$ cat config.mk
export PLATFORM = sky130hd
export DESIGN_NAME = dshp_ctrl
export DESIGN_NICKNAME = d
export VERILOG_FILES = /design/src/pkg/dshp_pkg.sv /design/src/rtl/dshp_ctrl.sv
export VERILOG_INCLUDE_DIRS = /design/src /design/src/pkg
export SDC_FILE = /design/constraint.sdc
export NUM_CORES = 1
export LEC_CHECK = 0
export ABC_AREA = 1
export BUFFER_PORTS_ARGS = -buffer_cell sky130_fd_sc_hd__buf_2
export CORE_AREA = 8 8 196 198
export CTS_CLUSTER_SIZE = 20
export DETAILED_ROUTE_END_ITERATION = 10
export DIE_AREA = 0 0 204 206
export PLACE_DENSITY = 0.81
export SYNTH_ARGS = -nofsm -noshare
export SYNTH_HDL_FRONTEND = slang
export SYNTH_SLANG_ARGS = --single-unit
$ cat constraint.sdc
create_clock -name ref_clk -period 1.8 [get_ports ref_clk]
set_input_delay 0.27 -clock ref_clk [delete_from_list [all_inputs] [get_ports ref_clk]]
set_output_delay 0.27 -clock ref_clk [all_outputs]
set_load 0.1 [all_outputs]
$ cat src/pkg/dshp_regs.svh
// register offsets, field positions, reset values and timing for the slot hot-plug controller
// Overview of operation
// [RULE1] one controller per downstream port, enabled by capability
// [RULE2] slot signals exchanged through expander port
// [RULE3] presence only from presence input pin
// [RULE4] global per-signal polarity invert bits
// [RULE5] interlock pulse between 100 and 150 ms
// [RULE6] toggle mode inverts interlock per write
// [RULE7] latch input reported as interlock status
// [RULE8] latch state reads closed in that mode
// [RULE9] otherwise interlock status mirrors interlock output
// [RULE10] auto power off when latch open
// [RULE11] default load never sets command completed
// [RULE12] interrupts only with hot-plug enable set
// [RULE13] five status flags raise unmasked interrupt
// [RULE14] delivery as MSI or INTx per bits
// [RULE15] D3hot wake rules for PME and interrupt
// [RULE16] command completed never wakes
// [RULE17] general event mode replaces INTx MSI PME
// [RULE18] general event pin only in alternate function
// [RULE19] general event status set only in mode
// [RULE20] other bits behave normally in event mode
// [RULE21] slot reset is a GPIO alternate function
// [RULE22] outputs released while in reset
// [RULE23] pulse timer uses tick divider
// [RULE24] flags sticky, write one clears
`ifndef DSHP_REGS_SVH
`define DSHP_REGS_SVH
`define DSHP_ADDR_HP_CFG      8'h00
`define DSHP_ADDR_GPE_CTL     8'h04
`define DSHP_ADDR_GPE_STS     8'h08
`define DSHP_ADDR_MISC        8'h0C
`define DSHP_ADDR_PORT_BASE   8'h10
`define DSHP_PORT_STRIDE      8'h10
`define DSHP_OFS_CAP          4'h0
`define DSHP_OFS_CTL          4'h4
`define DSHP_OFS_STS          4'h8
// slot_capabilities bits
`define DSHP_CAP_ATTN_BTN     0
`define DSHP_CAP_PWR_CTL      1
`define DSHP_CAP_LATCH        2
`define DSHP_CAP_ATTN_IND     3
`define DSHP_CAP_PWR_IND      4
`define DSHP_CAP_PRESENT      6
`define DSHP_CAP_ILOCK        17
// slot_control bits
`define DSHP_CTL_ABP_EN       0
`define DSHP_CTL_PFD_EN       1
`define DSHP_CTL_LATCH_CHANGED_FLAG_EN     2
`define DSHP_CTL_PDC_EN       3
`define DSHP_CTL_CC_EN        4
`define DSHP_CTL_HOTPLUG_IRQ_ENABLE         5
`define DSHP_CTL_AIND_LO      6
`define DSHP_CTL_PIND_LO      8
`define DSHP_CTL_PCC          10
`define DSHP_CTL_EIC          11
// slot_status bits
`define DSHP_STS_ABP          0
`define DSHP_STS_PFD          1
`define DSHP_STS_LATCH_CHANGED_FLAG        2
`define DSHP_STS_PDC          3
`define DSHP_STS_CC           4
`define DSHP_STS_LATCH        5
`define DSHP_STS_PRES         6
`define DSHP_STS_EIS          7
// hotplug_config_control bits
`define DSHP_CFG_INV_LO       0
`define DSHP_CFG_TOGGLE       8
`define DSHP_CFG_LATCH_ILOCK  9
`define DSHP_CFG_AUTO_OFF     10
`define DSHP_CFG_RESET        32'h0000_0000
`define DSHP_CAP_RESET        32'h0000_0000
// interlock pulse: 125 ms target inside 100..150 ms window
`define DSHP_PULSE_MS         125
`define DSHP_CLK_HZ           25000000
`define DSHP_TICK_HZ          1000
`endif

$ cat src/pkg/dshp_pkg.sv
// types for the slot hot-plug controller
package dshp_pkg;
	typedef logic [31:0] dshp_word_t;
	typedef enum logic [1:0] {
		DSHP_PWR_ON,
		DSHP_PWR_OFF,
		DSHP_PWR_AUTO_OFF
	} dshp_pwr_e;
endpackage : dshp_pkg

$ cat src/rtl/dshp_ctrl.sv
// slot hot-plug controller for all downstream ports
//
// Decided for this implementation: the address-and-strobe port and the address map.
`timescale 1ns/10ps
`include "dshp_regs.svh"
module dshp_ctrl #(
	parameter int NPORT      = 5,
	parameter int TICK_DIV   = `DSHP_CLK_HZ / `DSHP_TICK_HZ,
	parameter int PULSE_TICK = `DSHP_PULSE_MS
) (
	input  wire logic                 ref_clk,
	input  wire logic                 rst_n,
	input  wire logic [7:0]           reg_addr,
	input  wire dshp_pkg::dshp_word_t reg_wdata,
	input  wire logic                 reg_wr,
	input  wire logic                 reg_rd,
	output logic      [31:0]          reg_rdata,
	input  wire logic [NPORT-1:0]     attention_button_in,
	input  wire logic [NPORT-1:0]     presence_detect_in,
	input  wire logic [NPORT-1:0]     power_fault_in,
	input  wire logic [NPORT-1:0]     retention_latch_in,
	input  wire logic [NPORT-1:0]     slot_power_good_in,
	input  wire logic [NPORT-1:0]     expander_ready_in,
	output logic      [NPORT-1:0]     attention_indicator_out,
	output logic      [NPORT-1:0]     power_indicator_out,
	output logic      [NPORT-1:0]     slot_power_enable_out,
	output logic      [NPORT-1:0]     interlock_out,
	output logic      [NPORT-1:0]     slot_reset_out,
	output logic      [NPORT-1:0]     hp_outputs_oe,
	output logic      [NPORT-1:0]     msi_req,
	output logic      [NPORT-1:0]     intx_req,
	output logic      [NPORT-1:0]     pme_req,
	output logic                      general_event_out,
	output logic                      general_event_oe,
	input  wire logic [NPORT-1:0]     msi_enable,
	input  wire logic [NPORT-1:0]     legacy_irq_disable,
	input  wire logic [NPORT-1:0]     d3hot,
	input  wire logic                 gpio_alt_func,
	input  wire logic [NPORT-1:0]     slot_reset_req
);
	import dshp_pkg::*;

	localparam int TW = $clog2(TICK_DIV + 1);

	////////////////////////////////////////////////////////////////////////////
	// register state
	logic [31:0]      hotplug_config_control;
	logic [NPORT-1:0] general_event_control;
	logic [NPORT-1:0] general_event_status;
	logic [31:0]      slot_capabilities [NPORT];
	logic [11:0]      slot_control      [NPORT];
	logic [4:0]       flags             [NPORT];
	logic [NPORT-1:0] ilock;
	logic [7:0]       pulse_cnt         [NPORT];
	logic [TW-1:0]    tick_cnt;
	logic             tick;
	logic [NPORT-1:0] pres_q;
	logic [NPORT-1:0] latch_q;
	logic [NPORT-1:0] btn_q;
	logic [NPORT-1:0] fault_q;

	function automatic logic port_hit(input logic [7:0] a, input int p, input logic [3:0] o);
		port_hit = (a == 8'(`DSHP_ADDR_PORT_BASE + p * `DSHP_PORT_STRIDE + o));
	endfunction : port_hit

	function automatic logic inv(input logic s, input int b);
		inv = s ^ hotplug_config_control[`DSHP_CFG_INV_LO + b];
	endfunction : inv

	// conditioned inputs after polarity select
	logic [NPORT-1:0] pres_i;
	logic [NPORT-1:0] latch_i;
	logic [NPORT-1:0] btn_i;
	logic [NPORT-1:0] fault_i;
	logic [NPORT-1:0] active;
	always_comb begin
		for (int p = 0; p < NPORT; p++) begin
			// [RULE4] global polarity invert
			btn_i[p]   = inv(attention_button_in[p], 0);
			// [RULE3] presence from pin only
			pres_i[p]  = inv(presence_detect_in[p], 1);
			fault_i[p] = inv(power_fault_in[p], 2);
			latch_i[p] = inv(retention_latch_in[p], 3);
			// [RULE1] controller present gate
			active[p]  = slot_capabilities[p][`DSHP_CAP_PRESENT];
		end
	end

	////////////////////////////////////////////////////////////////////////////
	// [RULE23] tick divider for interlock timing
	always_ff @(posedge ref_clk or negedge rst_n) begin
		if (!rst_n) begin
			tick_cnt <= '0;
			tick     <= 1'b0;
		end else if (tick_cnt == TW'(TICK_DIV - 1)) begin
			tick_cnt <= '0;
			tick     <= 1'b1;
		end else begin
			tick_cnt <= tick_cnt + 1'b1;
			tick     <= 1'b0;
		end
	end

	////////////////////////////////////////////////////////////////////////////
	// global and per-port configuration registers
	always_ff @(posedge ref_clk or negedge rst_n) begin
		if (!rst_n) begin
			hotplug_config_control <= `DSHP_CFG_RESET;
			general_event_control  <= '0;
			for (int p = 0; p < NPORT; p++) begin
				slot_capabilities[p] <= `DSHP_CAP_RESET;
				slot_control[p]      <= '0;
			end
		end else if (reg_wr) begin
			if (reg_addr == `DSHP_ADDR_HP_CFG)
				hotplug_config_control <= reg_wdata;
			if (reg_addr == `DSHP_ADDR_GPE_CTL)
				general_event_control <= reg_wdata[NPORT-1:0];
			for (int p = 0; p < NPORT; p++) begin
				if (port_hit(reg_addr, p, `DSHP_OFS_CAP))
					slot_capabilities[p] <= reg_wdata;
				// interlock control bit self clears
				if (port_hit(reg_addr, p, `DSHP_OFS_CTL))
					slot_control[p] <= {1'b0, reg_wdata[10:0]};
			end
		end
	end

	logic [NPORT-1:0] eic_wr;
	logic [NPORT-1:0] ctl_wr;
	always_comb begin
		for (int p = 0; p < NPORT; p++) begin
			ctl_wr[p] = reg_wr && port_hit(reg_addr, p, `DSHP_OFS_CTL) && active[p];
			eic_wr[p] = ctl_wr[p] && reg_wdata[`DSHP_CTL_EIC];
		end
	end

	////////////////////////////////////////////////////////////////////////////
	// interlock pulse or toggle
	always_ff @(posedge ref_clk or negedge rst_n) begin
		if (!rst_n) begin
			ilock <= '0;
			for (int p = 0; p < NPORT; p++)
				pulse_cnt[p] <= '0;
		end else begin
			for (int p = 0; p < NPORT; p++) begin
				if (eic_wr[p] && hotplug_config_control[`DSHP_CFG_TOGGLE]) begin
					// [RULE6] toggle interlock level
					ilock[p]     <= ~ilock[p];
					pulse_cnt[p] <= '0;
				end else if (eic_wr[p]) begin
					// [RULE5] start timed pulse
					ilock[p]     <= 1'b1;
					pulse_cnt[p] <= 8'(PULSE_TICK);
				end else if (pulse_cnt[p] != '0 && tick) begin
					pulse_cnt[p] <= pulse_cnt[p] - 8'h01;
					if (pulse_cnt[p] == 8'h01)
						ilock[p] <= 1'b0;
				end
			end
		end
	end

	////////////////////////////////////////////////////////////////////////////
	// sticky event flags
	logic [4:0] set_ev [NPORT];
	logic [4:0] clr_ev [NPORT];
	always_comb begin
		for (int p = 0; p < NPORT; p++) begin
			set_ev[p][`DSHP_STS_ABP]   = btn_i[p] & ~btn_q[p];
			set_ev[p][`DSHP_STS_PFD]   = fault_i[p] & ~fault_q[p];
			set_ev[p][`DSHP_STS_LATCH_CHANGED_FLAG] = latch_i[p] ^ latch_q[p];
			set_ev[p][`DSHP_STS_PDC]   = pres_i[p] ^ pres_q[p];
			// [RULE11] completion only from software writes
			set_ev[p][`DSHP_STS_CC]    = ctl_wr[p];
			if (!active[p])
				set_ev[p] = '0;
			clr_ev[p] = (reg_wr && port_hit(reg_addr, p, `DSHP_OFS_STS)) ? reg_wdata[4:0] : 5'h00;
		end
	end

	always_ff @(posedge ref_clk or negedge rst_n) begin
		if (!rst_n) begin
			pres_q  <= '0;
			latch_q <= '0;
			btn_q   <= '0;
			fault_q <= '0;
			for (int p = 0; p < NPORT; p++)
				flags[p] <= '0;
		end else begin
			pres_q  <= pres_i;
			latch_q <= latch_i;
			btn_q   <= btn_i;
			fault_q <= fault_i;
			for (int p = 0; p < NPORT; p++)
				// [RULE24] set beats write-one clear
				flags[p] <= (flags[p] & ~clr_ev[p]) | set_ev[p];
		end
	end

	////////////////////////////////////////////////////////////////////////////
	// interrupt, wake and general event routing
	logic [NPORT-1:0] pend;
	logic [NPORT-1:0] wake;
	logic [NPORT-1:0] irq;
	always_comb begin
		for (int p = 0; p < NPORT; p++) begin
			// [RULE13] unmasked pending events
			pend[p] = |(flags[p] & slot_control[p][4:0]);
			// [RULE16] completion excluded from wake
			wake[p] = |(flags[p][3:0] & slot_control[p][3:0]) & d3hot[p];
			// [RULE12] hot-plug enable gate
			irq[p]  = pend[p] & slot_control[p][`DSHP_CTL_HOTPLUG_IRQ_ENABLE];
		end
	end

	always_ff @(posedge ref_clk or negedge rst_n) begin
		if (!rst_n) begin
			msi_req  <= '0;
			intx_req <= '0;
			pme_req  <= '0;
		end else begin
			for (int p = 0; p < NPORT; p++) begin
				// [RULE17] general event mode suppresses these
				// [RULE14] msi or intx selection
				msi_req[p]  <= irq[p] & ~general_event_control[p] & msi_enable[p];
				intx_req[p] <= irq[p] & ~general_event_control[p] & ~msi_enable[p]
					& ~legacy_irq_disable[p];
				// [RULE15] wake independent of enable
				pme_req[p]  <= wake[p] & ~general_event_control[p];
			end
		end
	end

	logic [NPORT-1:0] gpe_ev;
	always_comb begin
		for (int p = 0; p < NPORT; p++)
			gpe_ev[p] = pend[p] & general_event_control[p];
	end

	always_ff @(posedge ref_clk or negedge rst_n) begin
		if (!rst_n) begin
			general_event_status <= '0;
			general_event_out    <= 1'b0;
			general_event_oe     <= 1'b0;
		end else begin
			// [RULE19] status only in event mode
			general_event_status <= (general_event_status
				& ~((reg_wr && reg_addr == `DSHP_ADDR_GPE_STS) ? reg_wdata[NPORT-1:0] : '0))
				| gpe_ev;
			// [RULE18] pin driven only as alternate function
			general_event_out    <= gpio_alt_func & (|gpe_ev);
			general_event_oe     <= gpio_alt_func;
		end
	end

	////////////////////////////////////////////////////////////////////////////
	// [RULE2] expander outputs
	always_ff @(posedge ref_clk or negedge rst_n) begin
		if (!rst_n) begin
			attention_indicator_out <= '0;
			power_indicator_out     <= '0;
			slot_power_enable_out   <= '0;
			interlock_out           <= '0;
			slot_reset_out          <= '0;
			hp_outputs_oe           <= '0;
		end else begin
			for (int p = 0; p < NPORT; p++) begin
				attention_indicator_out[p] <= inv(slot_control[p][`DSHP_CTL_AIND_LO], 4);
				power_indicator_out[p]     <= inv(slot_control[p][`DSHP_CTL_PIND_LO], 5);
				// [RULE10] latch open forces power off
				slot_power_enable_out[p]   <= inv(~slot_control[p][`DSHP_CTL_PCC] &
					~(hotplug_config_control[`DSHP_CFG_AUTO_OFF] &
					slot_capabilities[p][`DSHP_CAP_LATCH] & latch_i[p]), 6);
				interlock_out[p]           <= inv(ilock[p], 7);
				// [RULE21] reset as gpio alternate function
				slot_reset_out[p]          <= gpio_alt_func & slot_reset_req[p];
				// [RULE22] released until enabled after reset
				hp_outputs_oe[p]           <= active[p] & expander_ready_in[p];
			end
		end
	end

	////////////////////////////////////////////////////////////////////////////
	// read path
	always_ff @(posedge ref_clk or negedge rst_n) begin
		if (!rst_n) begin
			reg_rdata <= '0;
		end else if (reg_rd) begin
			reg_rdata <= '0;
			if (reg_addr == `DSHP_ADDR_HP_CFG)
				reg_rdata <= hotplug_config_control;
			if (reg_addr == `DSHP_ADDR_GPE_CTL)
				reg_rdata <= 32'(general_event_control);
			if (reg_addr == `DSHP_ADDR_GPE_STS)
				reg_rdata <= 32'(general_event_status);
			for (int p = 0; p < NPORT; p++) begin
				if (port_hit(reg_addr, p, `DSHP_OFS_CAP))
					reg_rdata <= slot_capabilities[p];
				// [RULE20] slot bits unchanged by event mode
				if (port_hit(reg_addr, p, `DSHP_OFS_CTL))
					reg_rdata <= 32'(slot_control[p]);
				if (port_hit(reg_addr, p, `DSHP_OFS_STS)) begin
					reg_rdata[4:0] <= flags[p];
					// [RULE8] latch reads closed in interlock mode
					reg_rdata[`DSHP_STS_LATCH] <= latch_i[p]
						& ~hotplug_config_control[`DSHP_CFG_LATCH_ILOCK];
					reg_rdata[`DSHP_STS_PRES] <= pres_i[p];
					// [RULE7] [RULE9] interlock status source
					reg_rdata[`DSHP_STS_EIS] <= hotplug_config_control[`DSHP_CFG_LATCH_ILOCK]
						? latch_i[p] : ilock[p];
				end
			end
		end else begin
			reg_rdata <= '0;
		end
	end

	////////////////////////////////////////////////////////////////////////////
	// checks
	a_toggle_inverts: assert property (@(posedge ref_clk) disable iff (!rst_n) // [RULE6]
		eic_wr[0] && hotplug_config_control[`DSHP_CFG_TOGGLE] |=> ilock[0] != $past(ilock[0]))
		else $error("toggle write did not invert interlock");
	a_pulse_starts: assert property (@(posedge ref_clk) disable iff (!rst_n) // [RULE5]
		eic_wr[0] && !hotplug_config_control[`DSHP_CFG_TOGGLE]
		|=> ilock[0] && pulse_cnt[0] == 8'(PULSE_TICK))
		else $error("interlock pulse did not start");
	a_pulse_holds: assert property (@(posedge ref_clk) disable iff (!rst_n) // [RULE5]
		ilock[0] && pulse_cnt[0] > 8'h01 && !eic_wr[0] |=> ilock[0])
		else $error("interlock pulse ended early");
	a_tick_single: assert property (@(posedge ref_clk) disable iff (!rst_n) // [RULE23]
		tick |=> !tick)
		else $error("tick longer than one cycle");
	a_auto_off: assert property (@(posedge ref_clk) disable iff (!rst_n) // [RULE10]
		hotplug_config_control[`DSHP_CFG_AUTO_OFF] && slot_capabilities[0][`DSHP_CAP_LATCH]
			&& latch_i[0]
		|=> slot_power_enable_out[0] == $past(hotplug_config_control[`DSHP_CFG_INV_LO + 6]))
		else $error("slot power not off with latch open");
	a_cc_from_write: assert property (@(posedge ref_clk) disable iff (!rst_n) // [RULE11]
		$rose(flags[0][`DSHP_STS_CC]) |-> $past(ctl_wr[0]))
		else $error("command completed set without control write");
	a_inactive_quiet: assert property (@(posedge ref_clk) disable iff (!rst_n) // [RULE1]
		!active[0] |=> !hp_outputs_oe[0])
		else $error("outputs enabled on inactive port");
	a_irq_needs_hotplug_irq_enable: assert property (@(posedge ref_clk) disable iff (!rst_n) // [RULE12]
		(msi_req[0] | intx_req[0]) |-> $past(slot_control[0][`DSHP_CTL_HOTPLUG_IRQ_ENABLE]))
		else $error("interrupt without enable");
	a_gpe_blocks: assert property (@(posedge ref_clk) disable iff (!rst_n) // [RULE17]
		$past(general_event_control[0]) |-> !msi_req[0] && !intx_req[0] && !pme_req[0])
		else $error("pcie event in general event mode");
	a_cc_no_wake: assert property (@(posedge ref_clk) disable iff (!rst_n) // [RULE16]
		pme_req[0] |-> |($past(flags[0][3:0]) & $past(slot_control[0][3:0])))
		else $error("wake from completion only");
	a_wake_d3: assert property (@(posedge ref_clk) disable iff (!rst_n) // [RULE15]
		pme_req[0] |-> $past(d3hot[0]))
		else $error("wake request outside low power");
	a_msi_sel: assert property (@(posedge ref_clk) disable iff (!rst_n) // [RULE14]
		msi_req[0] |-> !intx_req[0] && $past(msi_enable[0]))
		else $error("wrong delivery selection");
	a_intx_sel: assert property (@(posedge ref_clk) disable iff (!rst_n) // [RULE14]
		intx_req[0] |-> !$past(msi_enable[0]) && !$past(legacy_irq_disable[0]))
		else $error("legacy interrupt against enable bits");
	a_latch_closed: assert property (@(posedge ref_clk) disable iff (!rst_n) // [RULE8]
		reg_rd && port_hit(reg_addr, 0, `DSHP_OFS_STS)
			&& hotplug_config_control[`DSHP_CFG_LATCH_ILOCK] |=> !reg_rdata[`DSHP_STS_LATCH])
		else $error("latch state not closed in interlock mode");
	a_flag_sticky: assert property (@(posedge ref_clk) disable iff (!rst_n) // [RULE24]
		flags[0][0] && clr_ev[0][0] == 1'b0 |=> flags[0][0])
		else $error("flag lost without clear");
	a_gpe_status: assert property (@(posedge ref_clk) disable iff (!rst_n) // [RULE19]
		$rose(general_event_status[0]) |-> $past(general_event_control[0]))
		else $error("general status set outside mode");
	a_gpio_alt: assert property (@(posedge ref_clk) disable iff (!rst_n) // [RULE18]
		general_event_out |-> $past(gpio_alt_func))
		else $error("general event pin without alternate function");
	c_pulse: cover property (@(posedge ref_clk) disable iff (!rst_n) $fell(ilock[0]));
	c_msi: cover property (@(posedge ref_clk) disable iff (!rst_n) msi_req[0]);
	c_pme: cover property (@(posedge ref_clk) disable iff (!rst_n) pme_req[0]);
	c_gpe: cover property (@(posedge ref_clk) disable iff (!rst_n) general_event_out);
endmodule : dshp_ctrl

==> results of run 1 <==
[layout make-up]
class	instances	area share [%]
inverter	244	3.74
clock buffer	66	5.44
timing repair buffer	378	11.7
antenna	1	0.0102
clock inverter	15	0.750
sequential	442	45.1
tap	461	2.35
multi-input combinational	1478	30.9
[what timing repair did]
item                                    in CTS  in global routing
hold buffers                                37                  0
buffers inserted                             2                  4
pin swaps                                   10                 14
endpoints found under the hold margin      267                  0
gates resized for setup                     13                 23
endpoints found under the setup margin      11                 17
[worst max-delay path by stage]
stage                                     startpoint                                  to  cells after the start
2_1_floorplan                            reg_addr[6]              reg_rdata[2]$_DFF_PN0_                     15
3_3_place_gp                             reg_addr[6]            pulse_cnt[9]$_DFFE_PN0P_                     16
3_5_place_dp                             reg_addr[6]            pulse_cnt[9]$_DFFE_PN0P_                     16
4_1_cts                        tick_cnt[3]$_DFF_PN0_              tick_cnt[13]$_DFF_PN0_                     12
5_1_grt                        tick_cnt[4]$_DFF_PN0_              tick_cnt[13]$_DFF_PN0_                     12
6_report       hotplug_config_control[3]$_DFFE_PN0P_  slot_power_enable_out[2]$_DFF_PN0_                      6
[power by group through the flow]
stage | combinational, W | clock (W) | sequential, W
2_1_floorplan | 0.000666 | 0 | 0.0114
3_3_place_gp | 0.00207 | 0 | 0.0109
3_5_place_dp | 0.00212 | 0 | 0.0109
4_1_cts | 0.00222 | 0.00961 | 0.0108
5_1_grt | 0.00242 | 0.0100 | 0.0108
6_report | 0.00223 | 0.00948 | 0.0108
[through the flow]
| step | power [W] | cells | worst slack (ns) |
|---|---|---|---|
| final | 0.0225 | 3085 | 0.0360 |
| after detailed placement | 0.0131 | 2960 | -0.417 |
| after floorplan | 0.0120 | 2256 | 0.0969 |
| after global routing | 0.0232 | 3084 | -0.112 |
| after global placement | 0.0130 | 2960 | -0.418 |
| after CTS | 0.0226 | 3080 | 0.00625 |
[worst max-delay path: stages, from the launching register on]
cell,delay [ns]
dfrtp_1,0.41
buf_4,0.19
or2_2,0.30
nand2_2,0.12
inv_1,0.07
a31oi_1,0.18
xor2_1,0.36
[cells in the mapped netlist, types with 4 or more instances]
| master | number |
|---|---|
| a21oi_1 | 61 |
| a221oi_1 | 5 |
| a22o_1 | 24 |
| a31oi_1 | 10 |
| buf_2 | 10 |
| clkbuf_1 | 73 |
| clkbuf_8 | 4 |
| dfrtp_1 | 442 |
| ha_1 | 16 |
| inv_1 | 222 |
| inv_2 | 20 |
| nand2_1 | 632 |
| nand2_2 | 6 |
| nand3_1 | 67 |
| nand3b_1 | 5 |
| nand4_1 | 40 |
| nor2_1 | 65 |
| nor2_2 | 6 |
| nor2_4 | 8 |
| nor3_1 | 18 |
| nor3_4 | 5 |
| nor3b_1 | 5 |
| nor4_1 | 7 |
| o211ai_1 | 7 |
| o21ai_0 | 350 |
| o21ai_1 | 12 |
| o31ai_1 | 11 |
| or2_2 | 24 |
| xnor2_1 | 28 |
| xor2_1 | 44 |
[logic make-up (layout without fill, tap and decap cells)]
| logic type | Yosys count | after routing | share of synthesized area (%) |
|---|---|---|---|
| adders and majority gates | 16 | 16 | 1.01 |
| other | 0 | 1 | 0 |
| DFF | 442 | 442 | 55.8 |
| buffers and inverters | 336 | 703 | 6.72 |
| xor gates and xnor gates | 72 | 72 | 3.18 |
| AOI/OAI and AO/OA | 489 | 489 | 13.3 |
| muxes | 1 | 1 | 0.0505 |
| and+or+nand+nor | 900 | 900 | 19.9 |
[sequential cells by signal, summed over array words and instances (netlist names), 15 cells and up]
name                    count
slot_capabilities         155
slot_control               55
pulse_cnt                  40
hotplug_config_control     32
reg_rdata                  32
flags                      25
tick_cnt                   15
[per-layer routing]
metal | wire [um] | track usage [%] | up-vias
li1 | - | - | 7966
met1 | 22700 | 34.9 | 8397
met2 | 28500 | 47.1 | 843
met3 | 4920 | 4.67 | 185
met4 | 3030 | 14.3 | 0
met5 | 0 | 0 | -
==> results.json, run 1 <==
{
  "status": "finished clean",
  "min_from": "attention_button_in[4]",
  "totalWireLength_um": 59200,
  "clk_pin_slew_ns": 0.06,
  "cap_viol_max_count": 0,
  "grt_start_max_net_pins": 74,
  "combinationalPowerShare_pct": 9.9,
  "hpwl_um": 41200,
  "gp_congestion": 1.03,
  "worst_pin_slew_ns": 0.623,
  "start_util_pct": 56.3,
  "dieArea_um2": 42000,
  "synth.avg_cell_area_um2": 8.79,
  "place_area_um2": 22500,
  "drc": 0,
  "yosysUniqueCellTypes": 46,
  "cts_tree": "done",
  "grt_pass1_vias": 17686,
  "final_cell_mix": "nand2_1, dfrtp_1, o21ai_0",
  "synth_edf_count": 0,
  "fin_crit_sh_pct": 98.0,
  "hold_class": "in -> reg",
  "p_int_w": 0.0167,
  "port_buffers": 168,
  "r2r_cells": 6,
  "antenna_found_initial": 1,
  "netlist.area_leader.share_pct": 55.8,
  "yosysSeqAreaShare_pct": 55.8,
  "grt_overflow": 0,
  "synth_area_leaders": "dfrtp_1, nand2_1, o21ai_0",
  "synth-async-reset-ratio_pct": 100,
  "max_slew_margin_pct": 58.4,
  "htreeDepth": 2,
  "areaGrowthSynthToFinish_pct": 23.8,
  "syn-num-nets": 2367,
  "worstSetupPathType": "reg -> reg",
  "cp-start-kind": "register",
  "die_w_um": 204,
  "dieHeight_um": 206,
  "vias_per_cell": 5.64,
  "fin_area_um2": 24500,
  "io_pins": 174,
  "arrival_ns": 2.18,
  "fp.coreArea_um2": 35200,
  "reg2reg_slack_ns": 0.04,
  "vias": 17391,
  "clk_path_buf_depth": 3,
  "synth_area_um2": 19800,
  "rsz0062_at_grt": "true",
  "tns_ns": 0,
  "avgRoutedWirePerCell_um": 19.2,
  "fmax_mhz": 567,
  "powerDensity_nw_per_um2": 917,
  "drt_iter0_markers": 1606,
  "cts.sinks": 442,
  "skew_ns": 0.0122,
  "hold_ws_ns": 0.0160,
  "synth-warning-count": 0,
  "p_sw_w": 0.00580,
  "p_sw_share_pct": 25.8,
  "synth_ff_type": "dfrtp_1",
  "cts-root-buf": "clkbuf_16",
  "r2r-end": "slot_power_enable_out[2]$_DFF_PN0_",
  "nFillCells": 2658,
  "peakVddDrop_mv": 0.837,
  "clk_latency_ns": 0.56,
  "fin_nets": 2700,
  "hold_viol_final": 0,
  "drive_gt1_share_pct": 20.0,
  "rows": 69,
  "clkPwrFrac_pct": 42.1,
  "ys_ff_latch": 442,
  "setup_viol": 0,
  "synthCells": 2256,
  "postRouteAntennaNets": 0,
  "min_delay_path_depth": 3,
  "min_period_ns": 1.76,
  "numCtsBuffers": 45,
  "cp_max_fo": 6,
  "grt_usage_pct": 28.0,
  "slew_viol_final": 0,
  "r2r-start": "hotplug_config_control[3]$_DFFE_PN0P_",
  "multiInputGateArea_um2": 7570,
  "end_kind": "register",
  "seqCellArea_um2": 11100,
  "worstHoldEndpoint": "btn_q[4]$_DFF_PN0_",
  "drt_first_pass_iters": 6,
  "p_seq_share_pct": 47.9,
  "final_util_pct": 69.7,
  "required_ns": 2.22,
  "grt_pass1_wl_um": 93900,
  "synth_top_area_cell": "dfrtp_1",
  "leakagePower_nw": 12.4,
  "final_common_cell": "nand2_1"
}
Note: power is estimated with default switching activity, not from simulation.
==> run 2, diff against run 1 <==
PLACE_DENSITY = 0.77   (was 0.81)
==> run 2 against run 1 <==
Compared with the run above: largest power group unchanged; worst hold slack better by 0.037 ns; critical path depth up 1; design area up 0.58%; global-route usage about the same; setup slack worse by 0.047 ns; critical path type unchanged; the flow now finishes with violations (negative setup slack).
==> results.json, run 2 (same netlist as run 1, synthesis figures left out) <==
{
  "status": "complete, but fails checks",
  "violations": "negative setup slack",
  "vias_per_cell": 5.61,
  "rsz0062_at_grt": "true",
  "largest_register_ffs": 155,
  "drt_first_pass_iters": 6,
  "setup_viol": 1,
  "power_w": 0.0231,
  "hold_viol_final": 0,
  "avgRoutedWirePerCell_um": 19.1,
  "antenna_found_initial": 3,
  "worst_pin_slew_ns": 1.05,
  "grt_start_max_net_pins": 75,
  "grt_usage_pct": 28.1,
  "htreeDepth": 2,
  "regMostFlops": "slot_capabilities",
  "required_ns": 2.22,
  "numCtsBuffers": 46,
  "max_slew_margin_pct": 29.6,
  "postRouteAntennaNets": 0,
  "end_kind": "register",
  "rows": 69,
  "fin_nets": 2710,
  "worstSetupPathType": "reg -> reg",
  "cp-start-kind": "register",
  "cts_tree": "done",
  "vias": 17378,
  "final_cell_mix": "nand2_1, dfrtp_1, o21ai_0",
  "final_util_pct": 70.1,
  "cts.sinks": 442,
  "drc": 0,
  "gp_congestion": 1.02,
  "hold_class": "in -> reg",
  "grt_overflow": 0,
  "dieArea_um2": 42000,
  "hpwl_um": 40900,
  "largestRegisters": "slot_capabilities x155, slot_control x55, pulse_cnt x40",
  "worst_slack_ns": -0.0107,
  "fp.coreArea_um2": 35200,
  "cap_viol_max_count": 0,
  "arrival_ns": 2.23,
  "grt_pass1_vias": 17311,
  "cp_max_fo": 5,
  "port_buffers": 168,
  "clk_path_buf_depth": 3,
  "start_util_pct": 56.3,
  "fmax_mhz": 552,
  "fin_crit_sh_pct": 101,
  "final_common_cell": "nand2_1",
  "slew_viol_final": 0,
  "clk_latency_ns": 0.56,
  "peakVddDrop_mv": 0.802,
  "drive_gt1_share_pct": 20.5,
  "skew_ns": 0.0115,
  "die_w_um": 204,
  "dieHeight_um": 206,
  "grt_pass1_wl_um": 93700,
  "io_pins": 174,
  "areaGrowthSynthToFinish_pct": 24.5,
  "clk_pin_slew_ns": 0.06,
  "leakagePower_nw": 12.5,
  "cts-root-buf": "clkbuf_16",
  "min_period_ns": 1.81,
  "drt_iter0_markers": 1600,
  "totalWireLength_um": 59200,
  "powerDensity_nw_per_um2": 938
}
==> run 2: per-layer routing <==
layer  track usage, %  routed length (um)  vias up
met3             4.37                4300      177
met2             45.9               28200      748
met4             14.5                2990        2
met1             36.1               23700     8456
met5                0                  13        -
li1                 -                   -     7995
==> run 2: cell type report <==
class                      count  area, um^2
multi-input combinational   1478        7620
sequential                   442       11100
clock inverter                23         354
clock buffer                  59        1260
timing repair buffer         387        2880
fill                        2710       10500
tap                          461         577
antenna                        2        5.00
inverter                     244         918
==> run 2: what timing repair did <==
item                                   CTS  global route
setup buffers                            2             7
endpoints found under the hold margin   72             0
pin swaps                                3            24
resized for setup                        9            43
hold buffers                            41             0
setup endpoints to repair                7            22
==> run 2: final timing paths <==
check                           slack [ns]  cells after the start                                   from                                 end
worst max-delay path                 -0.01                      7  hotplug_config_control[3]$_DFFE_PN0P_  slot_power_enable_out[2]$_DFF_PN0_
worst min-delay path                  0.05                      3                          reg_wdata[13]  slot_capabilities[109]$_DFFE_PN0P_
worst max register to register       -0.01                      7  hotplug_config_control[3]$_DFFE_PN0P_  slot_power_enable_out[2]$_DFF_PN0_
worst min register to register        0.43                      1                   fault_q[2]$_DFF_PN0_                 flags[11]$_DFF_PN0_
max in group asynchronous             0.79                      3                                  rst_n  slot_capabilities[127]$_DFFE_PN0P_
min in group asynchronous             0.25                      2                                  rst_n          general_event_oe$_DFF_PN0_
==> run 2: where the power goes <==
part,internal [W],switching (W)
sequential,0.0104,0.000342
clock,0.00624,0.00393
combinational,0.000658,0.00154
total,0.0173,0.00581
==> run 2: critical path: stages (launching register included) <==
cell     delay [ns]
dfrtp_1        0.42
buf_6          0.16
buf_4          0.13
or2_2          0.30
nand2_2        0.10
inv_1          0.07
a31oi_1        0.15
xor2_1         0.37
==> run 2: stage by stage <==
stage               area [um^2]  worst slack [ns]  hold slack (ns)  setup TNS, ns  instances
floorplan                 19800            0.0969          -0.0256              0       2256
global placement          22400            -0.351            0.206         -32.71       2962
detailed placement        22400            -0.375            0.213         -40.80       2962
CTS                       24500          -0.00366           0.0238       -0.00366       3087
global route              24700            -0.121           0.0430         -0.513       3096
finish                    24700           -0.0107           0.0530        -0.0107       3096
